**src/rtl/cidr_pkg.sv**
```systemverilog
// Constants for the control input debounce and routing block.
// What this block does
// - Watchdog reset input filtered, 3-bit time code.
// - Each general input routed by 4-bit selector.
// - Enable, low-power inputs filtered in 64 us steps.
// - General inputs filtered, code times 64 us.
package cidr_pkg;

  localparam logic [7:0] ADDR_WDT_FILT   = 8'h0e;
  localparam logic [7:0] ADDR_ROUTE      = 8'h0f;
  localparam logic [7:0] ADDR_EN_LP_FILT = 8'h10;
  localparam logic [7:0] ADDR_GEN_FILT   = 8'h11;

  localparam logic [7:0] RST_WDT_FILT    = 8'h02;
  localparam logic [7:0] RST_ROUTE       = 8'h43;
  localparam logic [7:0] RST_EN_LP_FILT  = 8'h11;
  localparam logic [7:0] RST_GEN_FILT    = 8'h11;

  localparam int WDT_CODE_W = 3;
  localparam int NIB_W      = 4;
  localparam int NIB_LO     = 0;
  localparam int NIB_HI     = 4;

  localparam int CLK_PERIOD_NS = 100;
  localparam int WDT_STEP_NS   = 800000;
  localparam int GEN_STEP_NS   = 64000;
  localparam int WDT_STEP_CYCLES = (WDT_STEP_NS + CLK_PERIOD_NS - 1) / CLK_PERIOD_NS;
  localparam int GEN_STEP_CYCLES = (GEN_STEP_NS + CLK_PERIOD_NS - 1) / CLK_PERIOD_NS;

  localparam int STEPS_W = 8;
  localparam int CYC_W   = 14;
  localparam int NUM_PINS = 5;
  localparam int PIN_WDT  = 0;
  localparam int PIN_EN   = 1;
  localparam int PIN_LP   = 2;
  localparam int PIN_GENERAL_INPUT_ZERO = 3;
  localparam int PIN_GENERAL_INPUT_ONE = 4;

  localparam int NUM_CTL = 13;

endpackage

```
**src/rtl/cidr_filt_if.sv**
```systemverilog
// Connection between the top level and one debounce filter.
`timescale 1ns/10ps
interface cidr_filt_if;
  logic [cidr_pkg::STEPS_W-1:0] steps;
  logic                         level_in;
  logic                         level_out;

  modport ctl (output steps, output level_in, input level_out);
  modport flt (input steps, input level_in, output level_out);
endinterface

```
**src/rtl/cidr_filter.sv**
```systemverilog
// Debounce filter that accepts a new level after it has held for a number of steps.
`timescale 1ns/10ps
module cidr_filter #(
  parameter int   STEP_CYCLES = cidr_pkg::GEN_STEP_CYCLES,
  parameter logic RESET_LEVEL = 1'b0
) (
  input wire logic clk_sys,
  input wire logic rst_n,
  cidr_filt_if.flt f
);

  logic [cidr_pkg::CYC_W-1:0]   cyc;
  logic [cidr_pkg::STEPS_W-1:0] step_cnt;
  logic                         level;

  wire differs   = f.level_in != level;
  wire step_done = cyc == cidr_pkg::CYC_W'(STEP_CYCLES - 1);
  // Compared as at-least so that a code shortened in mid-count ends the wait when the current step completes
  // instead of running the step counter all the way round.
  wire all_done  = step_cnt >= f.steps - 1'b1;

  assign f.level_out = level;

  // The step counters restart on every mismatch gap, so the new level must hold
  // without a break for the whole time; a glitch back to the old level wipes progress.
  always_ff @(posedge clk_sys or negedge rst_n)
  begin
    if (!rst_n)
    begin
      cyc      <= '0;
      step_cnt <= '0;
      level    <= RESET_LEVEL;
    end
    else if (!differs)
    begin
      cyc      <= '0;
      step_cnt <= '0;
    end
    else if (f.steps == '0)
    begin
      level <= f.level_in;
    end
    else if (step_done)
    begin
      cyc <= '0;
      if (all_done)
      begin
        level    <= f.level_in;
        step_cnt <= '0;
      end
      else
      begin
        step_cnt <= step_cnt + 1'b1;
      end
    end
    else
    begin
      cyc <= cyc + 1'b1;
    end
  end

endmodule

```
**src/rtl/cidr_top.sv**
```systemverilog
// Control pin conditioning: settings registers, debounce filters and input routing.
`timescale 1ns/10ps
module cidr_top #(
  parameter int WDT_STEP_CYCLES = cidr_pkg::WDT_STEP_CYCLES
) (
  input  wire logic       clk_sys,
  input  wire logic       rst_n,
  input  wire logic [7:0] reg_addr,
  input  wire logic [7:0] reg_wdata,
  input  wire logic       reg_wr,
  input  wire logic       reg_rd,
  output logic      [7:0] reg_rdata,
  input  wire logic       watchdog_reset_pin,
  input  wire logic       enable_pin,
  input  wire logic       low_power_pin,
  input  wire logic       general_input_zero,
  input  wire logic       general_input_one,
  output logic            watchdog_reset_n,
  output logic            enable_ctl,
  output logic            low_power_ctl,
  output logic            global_enable_ctl,
  output logic            master1_enable_ctl,
  output logic            master2_enable_ctl,
  output logic            master3_enable_ctl,
  output logic            master4_enable_ctl,
  output logic            global_voltage_pick,
  output logic            master1_voltage_pick,
  output logic            master2_voltage_pick,
  output logic            master3_voltage_pick,
  output logic            master4_voltage_pick,
  output logic            global_low_power_ctl,
  output logic            master1_low_power_ctl,
  output logic            master2_low_power_ctl
);

  localparam int N = cidr_pkg::NUM_PINS;
  localparam int C = cidr_pkg::NUM_CTL;

  // Selector codes 0000 to 1100 map onto control bits 0 to 12 in order.
  // Codes 1101 to 1111 drive nothing.
  function automatic logic [C-1:0] route_hit(input logic [3:0] sel);
    logic [C-1:0] hit;
    hit = '0;
    if (sel < 4'(C))
    begin
      hit[sel] = 1'b1;
    end
    return hit;
  endfunction

  // 3-bit code: 0 is off, otherwise 2^(code-1) steps of 0.8 ms. Code 110 gives
  // 25.6 ms, the value the doubling pattern implies.
  function automatic logic [cidr_pkg::STEPS_W-1:0] wdt_steps(input logic [2:0] code);
    logic [cidr_pkg::STEPS_W-1:0] s;
    s = '0;
    if (code != 3'h0)
    begin
      s = cidr_pkg::STEPS_W'(1) << (code - 3'h1);
    end
    return s;
  endfunction

  logic [2:0] wdt_code;
  logic [7:0] route;
  logic [7:0] en_lp_code;
  logic [7:0] gen_code;

  wire [3:0] input_zero_route      = route[cidr_pkg::NIB_LO +: cidr_pkg::NIB_W];
  wire [3:0] input_one_route       = route[cidr_pkg::NIB_HI +: cidr_pkg::NIB_W];
  wire [3:0] enable_filter_code    = en_lp_code[cidr_pkg::NIB_LO +: cidr_pkg::NIB_W];
  wire [3:0] low_power_filter_code = en_lp_code[cidr_pkg::NIB_HI +: cidr_pkg::NIB_W];
  wire [3:0] input_zero_filter_code = gen_code[cidr_pkg::NIB_LO +: cidr_pkg::NIB_W];
  wire [3:0] input_one_filter_code  = gen_code[cidr_pkg::NIB_HI +: cidr_pkg::NIB_W];

  wire hit_wdt   = reg_addr == cidr_pkg::ADDR_WDT_FILT;
  wire hit_route = reg_addr == cidr_pkg::ADDR_ROUTE;
  wire hit_enlp  = reg_addr == cidr_pkg::ADDR_EN_LP_FILT;
  wire hit_gen   = reg_addr == cidr_pkg::ADDR_GEN_FILT;

  wire [7:0] rd_mux = hit_wdt   ? {5'h00, wdt_code} :
                      hit_route ? route :
                      hit_enlp  ? en_lp_code :
                      hit_gen   ? gen_code : 8'h00;

  always_ff @(posedge clk_sys or negedge rst_n)
  begin
    if (!rst_n)
    begin
      wdt_code   <= cidr_pkg::RST_WDT_FILT[2:0];
      route      <= cidr_pkg::RST_ROUTE;
      en_lp_code <= cidr_pkg::RST_EN_LP_FILT;
      gen_code   <= cidr_pkg::RST_GEN_FILT;
      reg_rdata  <= 8'h00;
    end
    else
    begin
      if (reg_wr && hit_wdt)
      begin
        wdt_code <= reg_wdata[cidr_pkg::WDT_CODE_W-1:0];
      end
      if (reg_wr && hit_route)
      begin
        route <= reg_wdata;
      end
      if (reg_wr && hit_enlp)
      begin
        en_lp_code <= reg_wdata;
      end
      if (reg_wr && hit_gen)
      begin
        gen_code <= reg_wdata;
      end
      if (reg_rd)
      begin
        reg_rdata <= rd_mux;
      end
    end
  end

  // Pins arrive from outside the clock domain: three flops, and the level
  // moves on only when the second and third flops agree.
  wire  [N-1:0] pin_raw = {general_input_one, general_input_zero, low_power_pin,
                           enable_pin, watchdog_reset_pin};
  localparam logic [N-1:0] PIN_IDLE = 5'h01;
  logic [N-1:0] sync1;
  logic [N-1:0] sync2;
  logic [N-1:0] sync3;
  logic [N-1:0] pin_agreed;
  logic [N-1:0] filtered;

  always_ff @(posedge clk_sys or negedge rst_n)
  begin
    if (!rst_n)
    begin
      sync1      <= PIN_IDLE;
      sync2      <= PIN_IDLE;
      sync3      <= PIN_IDLE;
      pin_agreed <= PIN_IDLE;
    end
    else
    begin
      sync1 <= pin_raw;
      sync2 <= sync1;
      sync3 <= sync2;
      pin_agreed <= (sync2 & sync3) | (pin_agreed & (sync2 ^ sync3));
    end
  end

  wire [cidr_pkg::STEPS_W-1:0] steps_sel [N];
  assign steps_sel[cidr_pkg::PIN_WDT]  = wdt_steps(wdt_code);
  assign steps_sel[cidr_pkg::PIN_EN]   = cidr_pkg::STEPS_W'(enable_filter_code);
  assign steps_sel[cidr_pkg::PIN_LP]   = cidr_pkg::STEPS_W'(low_power_filter_code);
  assign steps_sel[cidr_pkg::PIN_GENERAL_INPUT_ZERO] = cidr_pkg::STEPS_W'(input_zero_filter_code);
  assign steps_sel[cidr_pkg::PIN_GENERAL_INPUT_ONE] = cidr_pkg::STEPS_W'(input_one_filter_code);

  for (genvar i = 0; i < N; i++)
  begin : g_filt
    cidr_filt_if fi ();
    assign fi.steps    = steps_sel[i];
    assign fi.level_in = pin_agreed[i];
    assign filtered[i] = fi.level_out;
    cidr_filter #(
      .STEP_CYCLES (i == cidr_pkg::PIN_WDT ? WDT_STEP_CYCLES : cidr_pkg::GEN_STEP_CYCLES),
      .RESET_LEVEL (PIN_IDLE[i])
    ) u_filt (
      .clk_sys (clk_sys),
      .rst_n   (rst_n),
      .f       (fi.flt)
    );
  end

  // Both inputs may pick the same control; their levels are then ORed.
  wire [C-1:0] next_ctl =
    (filtered[cidr_pkg::PIN_GENERAL_INPUT_ZERO] ? route_hit(input_zero_route) : '0) |
    (filtered[cidr_pkg::PIN_GENERAL_INPUT_ONE] ? route_hit(input_one_route) : '0);
  logic [C-1:0] ctl;
  logic [2:0]   direct;

  always_ff @(posedge clk_sys or negedge rst_n)
  begin
    if (!rst_n)
    begin
      ctl    <= '0;
      direct <= 3'h1;
    end
    else
    begin
      ctl    <= next_ctl;
      direct <= filtered[2:0];
    end
  end

  assign watchdog_reset_n      = direct[cidr_pkg::PIN_WDT];
  assign enable_ctl            = direct[cidr_pkg::PIN_EN];
  assign low_power_ctl         = direct[cidr_pkg::PIN_LP];
  assign global_enable_ctl     = ctl[0];
  assign master1_enable_ctl    = ctl[1];
  assign master2_enable_ctl    = ctl[2];
  assign master3_enable_ctl    = ctl[3];
  assign master4_enable_ctl    = ctl[4];
  assign global_voltage_pick   = ctl[5];
  assign master1_voltage_pick  = ctl[6];
  assign master2_voltage_pick  = ctl[7];
  assign master3_voltage_pick  = ctl[8];
  assign master4_voltage_pick  = ctl[9];
  assign global_low_power_ctl  = ctl[10];
  assign master1_low_power_ctl = ctl[11];
  assign master2_low_power_ctl = ctl[12];

endmodule
```
**config.mk**
```make
export PLATFORM = sky130hd
export DESIGN_NAME = cidr_top
export DESIGN_NICKNAME = d
export VERILOG_FILES = /design/src/rtl/cidr_pkg.sv /design/src/rtl/cidr_filt_if.sv /design/src/rtl/cidr_filter.sv /design/src/rtl/cidr_top.sv
export SDC_FILE = /design/constraint.sdc
export NUM_CORES = 1
export LEC_CHECK = 0
export BUFFER_PORTS_ARGS = -buffer_cell sky130_fd_sc_hd__buf_2
export CORE_ASPECT_RATIO = 1.25
export CORE_MARGIN = 2
export CORE_UTILIZATION = 63
export DETAILED_ROUTE_END_ITERATION = 16
export GPL_TIMING_DRIVEN = 0
export HOLD_SLACK_MARGIN = 0.08
export PLACE_DENSITY_LB_ADDON = 0.15
export RECOVER_POWER = 50
export SYNTH_ARGS = -nofsm -noshare
export SYNTH_HDL_FRONTEND = slang
export SYNTH_HIERARCHICAL = 1
export SYNTH_SLANG_ARGS = --single-unit
export TNS_END_PERCENT = 1
```
**constraint.sdc**
```tcl
create_clock -name clk_sys -period 4 [get_ports clk_sys]
set_clock_uncertainty 0.2 [all_clocks]
set_input_delay 0.6 -clock clk_sys [delete_from_list [all_inputs] [get_ports clk_sys]]
set_output_delay 0.6 -clock clk_sys [all_outputs]
set_load 0.1 [all_outputs]
```
# Word level (Yosys, flattened, before mapping)

Cells that the tools add are included.

Flip-flop bits (word level): 186

Add/subtract/negate cells: 16
Order comparisons: 11
Reduce and logical (&&, ||, !) cells: 32
Equality and inequality tests: 24
Shifts and indexed selects: 1
Bitwise gates (word level): 5
Multiplexer cells: 63

Operator list:

| cell                                                  | number |
|---|---|
| two-way mux 14 bit                                    | 15 |
| two-way mux 8 bit                                     | 25 |
| adder 14 x 1 -> 14 bit, second input constant         | 5 |
| equality test 14 x 10 -> 1 bit, second input constant | 4 |
| two-way mux 13 bit                                    | 4 |
| adder 8 x 1 -> 8 bit, second input constant           | 5 |
| >= comparator 8 bit                                   | 5 |
| logical NOT 8 bit                                     | 5 |
| inequality test 2 bit, second input constant          | 10 |
| nonzero test 2 bit                                    | 10 |
| subtractor 4 x 1 -> 5 bit, second input constant      | 4 |
| two-way mux 1 bit                                     | 17 |
| equality test 8 x 4 -> 1 bit, second input constant   | 2 |
| equality test 8 x 5 -> 1 bit, second input constant   | 2 |
| AND reduction 3 bit                                   | 5 |
| equality test 14 x 13 -> 1 bit, second input constant | 1 |
| bitwise OR 13 bit                                     | 1 |
| AND 5 bit                                             | 2 |
| < comparator 4 x 5 -> 1 bit, second input constant    | 2 |
| AND reduction 2 bit                                   | 5 |
| demux 1 bit (select 4 bit)                            | 2 |
| >= comparator 4 x 1 -> 1 bit, second input constant   | 2 |
| < comparator 4 bit, second input constant             | 2 |
| left shift 1 x 3 -> 8 bit, first input constant       | 1 |
| 7 further kinds                                       | 16 |

# Logic depth before layout (Yosys ltp)

Depth in word-level cells: 9
Gate-level depth with buffers: 14
Mapped depth without buffers: 12

# Hierarchy

Netlist, hierarchy kept.

By module, submodules not included:

| module                              | times used | area each (um^2) | cells an instance |
|---|---|---|---|
| cidr_filter at g_filt[1].u_filt ... | 3          | 1736.7           | 193 |
| cidr_top                            | 1          | 2929.1           | 212 |
| cidr_filter at g_filt[3].u_filt     | 1          | 1659.1           | 192 |
| cidr_filter at g_filt[0].u_filt     | 1          | 1636.6           | 187 |

# Worst setup path before layout

OpenSTA, ideal clock, no wires.

Path type: reg2reg
From: register wdt_code[1]
To: register g_filt[0].u_filt/step_cnt[2] (netlist name)
Arrival time: 2.906 ns
Clock period less this slack: 3.228 ns
Library setup time: 0.122 ns
Cell stages (with the launch flop): 13
Slack: 0.772 ns
Buffers on the path: 2
Cells stage by stage: dfstp_2 and3b_1 or4_1 buf_2 nor4_1 xnor2_1 ha_1 nand2_1 o21ai_0 nor2_1 clkbuf_1 a31oi_1 o21ai_1

Word-level cells in the longest chain between the ends: 9

Ends and longest elaborated chain:

| item                            | RTL line          | RTL |
|---|---|---|
| from (decl)                     | cidr_top.sv:63    | `logic [2:0] wdt_code;` |
| from (signal assigned)          | cidr_top.sv:89    | `wdt_code <= cidr_pkg::RST_WDT_FILT[2:0];` |
| from (signal assigned)          | cidr_top.sv:99    | `wdt_code <= reg_wdata[cidr_pkg::WDT_CODE_W-1:0];` |
| subtractor 3 x 1 -> 3 bit       | cidr_top.sv:58    | `s = cidr_pkg::STEPS_W'(1) << (code - 3'h1);` |
| left shift 1 x 3 -> 8 bit       | cidr_top.sv:58    |  |
| two-way mux 8 bit (*)           | cidr_top.sv:56    | `if (code != 3'h0)` |
| via g_filt[0].fi.steps, one bit | cidr_filt_if.sv:4 | `logic [cidr_pkg::STEPS_W-1:0] steps;` |
| subtractor 8 x 1 -> 8 bit       | cidr_filter.sv:20 | `wire all_done = step_cnt >= f.steps - 1'b1;` |
| >= comparator 8 bit             | cidr_filter.sv:20 |  |
| two-way mux 8 bit               | cidr_filter.sv:46 | `if (all_done)` |
| two-way mux 8 bit               | cidr_filter.sv:43 | `else if (step_done)` |
| two-way mux 8 bit               | cidr_filter.sv:39 | `else if (f.steps == '0)` |
| two-way mux 8 bit               | cidr_filter.sv:34 | `else if (!differs)` |
| to (signal assigned)            | cidr_filter.sv:53 | `step_cnt <= step_cnt + 1'b1;` |
| to (decl)                       | cidr_filter.sv:13 | `logic [cidr_pkg::STEPS_W-1:0] step_cnt;` |

Mark *: on every way through the listed nets, which the timed path passes. The rest lies on a longest branch. The select of a mux whose other input is x is not followed.
A chain may end at the register's enable or synchronous reset.

# Worst setup path after layout

From: register wdt_code[2]
To: register g_filt[0].u_filt/step_cnt[4] (netlist name)

Same word-level chain as after synthesis.

==> flow_summary.yaml <==
floorplan:
  design.portCount: 49
  die_x_um: 125
  start_util: 0.637
  core_um2: 18000
  dieArea_um2: 19300
  rows: 55
  die_h_um: 155
logic_synthesis:
  ys_seq_area_frac: 0.409
  ys_async_sr_fraction: 1.00
  ys_ff_latch: 186
  synth-edff-count: 0
  synthCells: 1170
  ys_warn_count: 6
  synth_flop_cell: "dfrtp_1"
  synth_area_um2: 11400
  syn_area_per_cell_um2: 9.77
  yosysUniqueCellTypes: 74
clock_tree:
  cts_setup_buffers: 0
  root_buffer: "clkbuf_16"
  numCtsBuffers: 17
  clk_latency_ns: 0.43
  cts.sinks: 186
  cts_tree: "done"
  htree_levels: 4
  clk_path_buf_depth: 2
  path_clk_slew_ns: 0.07
final_layout:
  final_cells: 1542
  final_common_cell: "dfrtp_1"
  drive_gt1_frac: 0.118
  diodes: 0
  finalNetCount: 1391
  final_cell_mix: "dfrtp_1, nand2_1, nor2_1"
  area_growth_syn_to_layout_pct: 12.1
  post-route-util: 0.714
  fin_area_um2: 12800
detailed_routing:
  final_antenna_net_count: 0
  wl_met3_um: 1110
  top_layer: "met4"
  wl_met1_um: 10400
  post_drt_wl_per_cell_um: 16.1
  first_pass_iters: 5
  vias: 9338
  met2_length_um: 12600
  drt-total-wl_um: 24800
  drcViolationCount: 0
  avgViaCountPerCell: 6.06
  first_iter_violations: 524
timing:
  rsz0062_at_grt: "false"
  drv_slew: 80
  fmax_mhz: 265
  setup_viol: 0
  hold_viol: 0
  setup_slack_ns: 0.231
  period_needed_ns: 3.77
  slew_headroom: -0.308
  tightest_slew_ns: 1.96
  final.setup.tns_ns: 0
  fin_crit_sh: 0.942
global_routing:
  grt_max_degree: 109
  grt_usage: 0.268
  grt_pass1_vias: 9297
  grt_pass1_wl_um: 43100
  antenna_found_initial: 0
  overflow: 0
setup_path:
  worst_setup_path_end_kind: "flip-flop"
  cp-start-kind: "flip-flop"
  cp.buffers_inverters: 3
  critPathSlowestCell: "o21ai_0"
  crit_chain: "clkbuf_1 > and3b_1 > or4_1 > buf_2 > nor4_1 > xnor2_1 > ha_1 > nand2_1 > o21ai_0 > nor2_1 > clkbuf_1 > a31oi_1 > o21ai_1"
  cpMostUsedCell: "clkbuf_1"
  crit_family: "simple AND/OR/NAND/NOR gates"
  crit_required_ns: 4.11
  cp.arrival_ns: 3.88
  path_max_fanout: 10
  slowest_delay_ns: 0.53
  path_class: "reg2reg"
placed_design:
  placed_area_um2: 12200
  dp_cells: 1504
  dpl.hpwl_um: 17700
  gp_congestion: 0.858
  portBuffers: 47
  dp_slack_ns: 0.397
power:
  powerDensity_nw_per_um2: 417
  power.leakage_uw: 0.00565
  ir_drop_mv: 0.328
run:
  max-cap-violations: 1
outcome:
  outcome: "finished with violations"
  violations: "capacitance limit, slew limit"
worst_hold_path:
  min_path_type: "reg2reg"
-- state kept, by name, indices dropped and copies added (netlist names) --
register and flops:
g_filt.u_filt/f.level_out 5, route 8, pin_agreed 5, ctl 13, en_lp_code 8, g_filt.u_filt/step_cnt 40, reg_rdata 8, g_filt.u_filt/cyc 70
wdt_code 3, sync3 5, direct 3, sync2 5, gen_code 8, sync1 5
-- worst reg2reg max path: cells and delay by family, from the launching register on --
kind                     cells  cell delay (ns)
buffers and inverters        3             0.61
adder cells (fa/ha/maj)      1             0.31
AO/OA/AOI/OAI                3             0.85
flip-flops                   1             0.37
XOR/XNOR                     1             0.12
AND/OR/NAND/NOR              5             1.20
-- repair_timing --
action	in CTS	in global routing
hold endpoints to repair	74	0
hold buffers	6	0
setup endpoints to repair	0	0
resized for setup	0	0
-- cell usage after synthesis (all sizes together) (14+ instances only) --
master | count | share of area
a21oi | 55 | 0.026
a22oi | 25 | 0.016
and3 | 25 | 0.014
buf | 18 | 0.011
dfrtp | 172 | 0.38
dfstp | 14 | 0.032
ha | 65 | 0.071
inv | 35 | 0.011
mux2 | 30 | 0.030
nand2 | 122 | 0.041
nand2b | 14 | 0.0077
nand3 | 66 | 0.031
nand4 | 25 | 0.014
nor2 | 108 | 0.035
nor3 | 18 | 0.0079
nor3b | 17 | 0.011
nor4 | 16 | 0.012
o211ai | 21 | 0.014
o21ai | 41 | 0.018
o31ai | 23 | 0.015
or3 | 35 | 0.019
xnor2 | 39 | 0.030
xor2 | 40 | 0.031
-- metal layers --
metal	vias up	global-route usage
li1	4522	-
met2	229	0.467
met1	4533	0.328
met3	54	0.0543
met5	-	0
met4	0	0.108
-- kinds of logic (layout without fill, tap and decap cells) --
logic type               count (synthesis)  in the layout  synth area share
flip-flops                             186            186             0.409
XOR/XNOR                                79             79            0.0605
adder cells (fa/ha/maj)                 65             65            0.0711
AND/OR/NAND/NOR                        507            507             0.246
AO/OA/AOI/OAI                          236            236             0.155
other                                    1             59          0.000328
buffers and inverters                   66            152            0.0295
multiplexers                            30             30            0.0295
-- power by group --
group	switching, µW	leakage (µW)	internal [µW]	total [µW]
sequential	271	0.00244	2080	2350
clock	725	0.000311	1040	1770
combinational	763	0.00290	462	1230
total	1760	0.00565	3590	5350
-- metrics by stage --
| step | hold WS [ns] | power (µW) |
|---|---|---|
| floorplan | 0.104 | 3250 |
| global placement | 0.135 | 3540 |
| detailed placement | 0.136 | 3590 |
| CTS | 0.148 | 5400 |
| global route | 0.147 | 5680 |
| finish | 0.143 | 5350 |
-- final timing paths --
path,startpoint,endpoint,slack [ns],depth (start not counted)
setup reg to reg,wdt_code[2],g_filt[0].u_filt/step_cnt[4],0.23,13
max in group asynchronous,rst_n,reg_rdata[6],0.78,3
hold / removal,sync1[1],sync2[1],0.14,0
setup / recovery,wdt_code[2],g_filt[0].u_filt/step_cnt[4],0.23,13
min in group asynchronous,rst_n,g_filt[1].u_filt/cyc[2],1.02,2
hold reg to reg,sync1[1],sync2[1],0.14,0
-- cell type report --
cell class                      count  area [µm²]
Clock buffer                       20         467
Buffer                             31         203
Fill cell                        1406        5140
Sequential cell                   186        4670
Multi-Input combinational cell    976        6610
Tap cell                          228         285
Inverter                           35         131
Clock inverter                     12         161
Timing Repair Buffer               54         290
(Power assumes the default switching activity.)
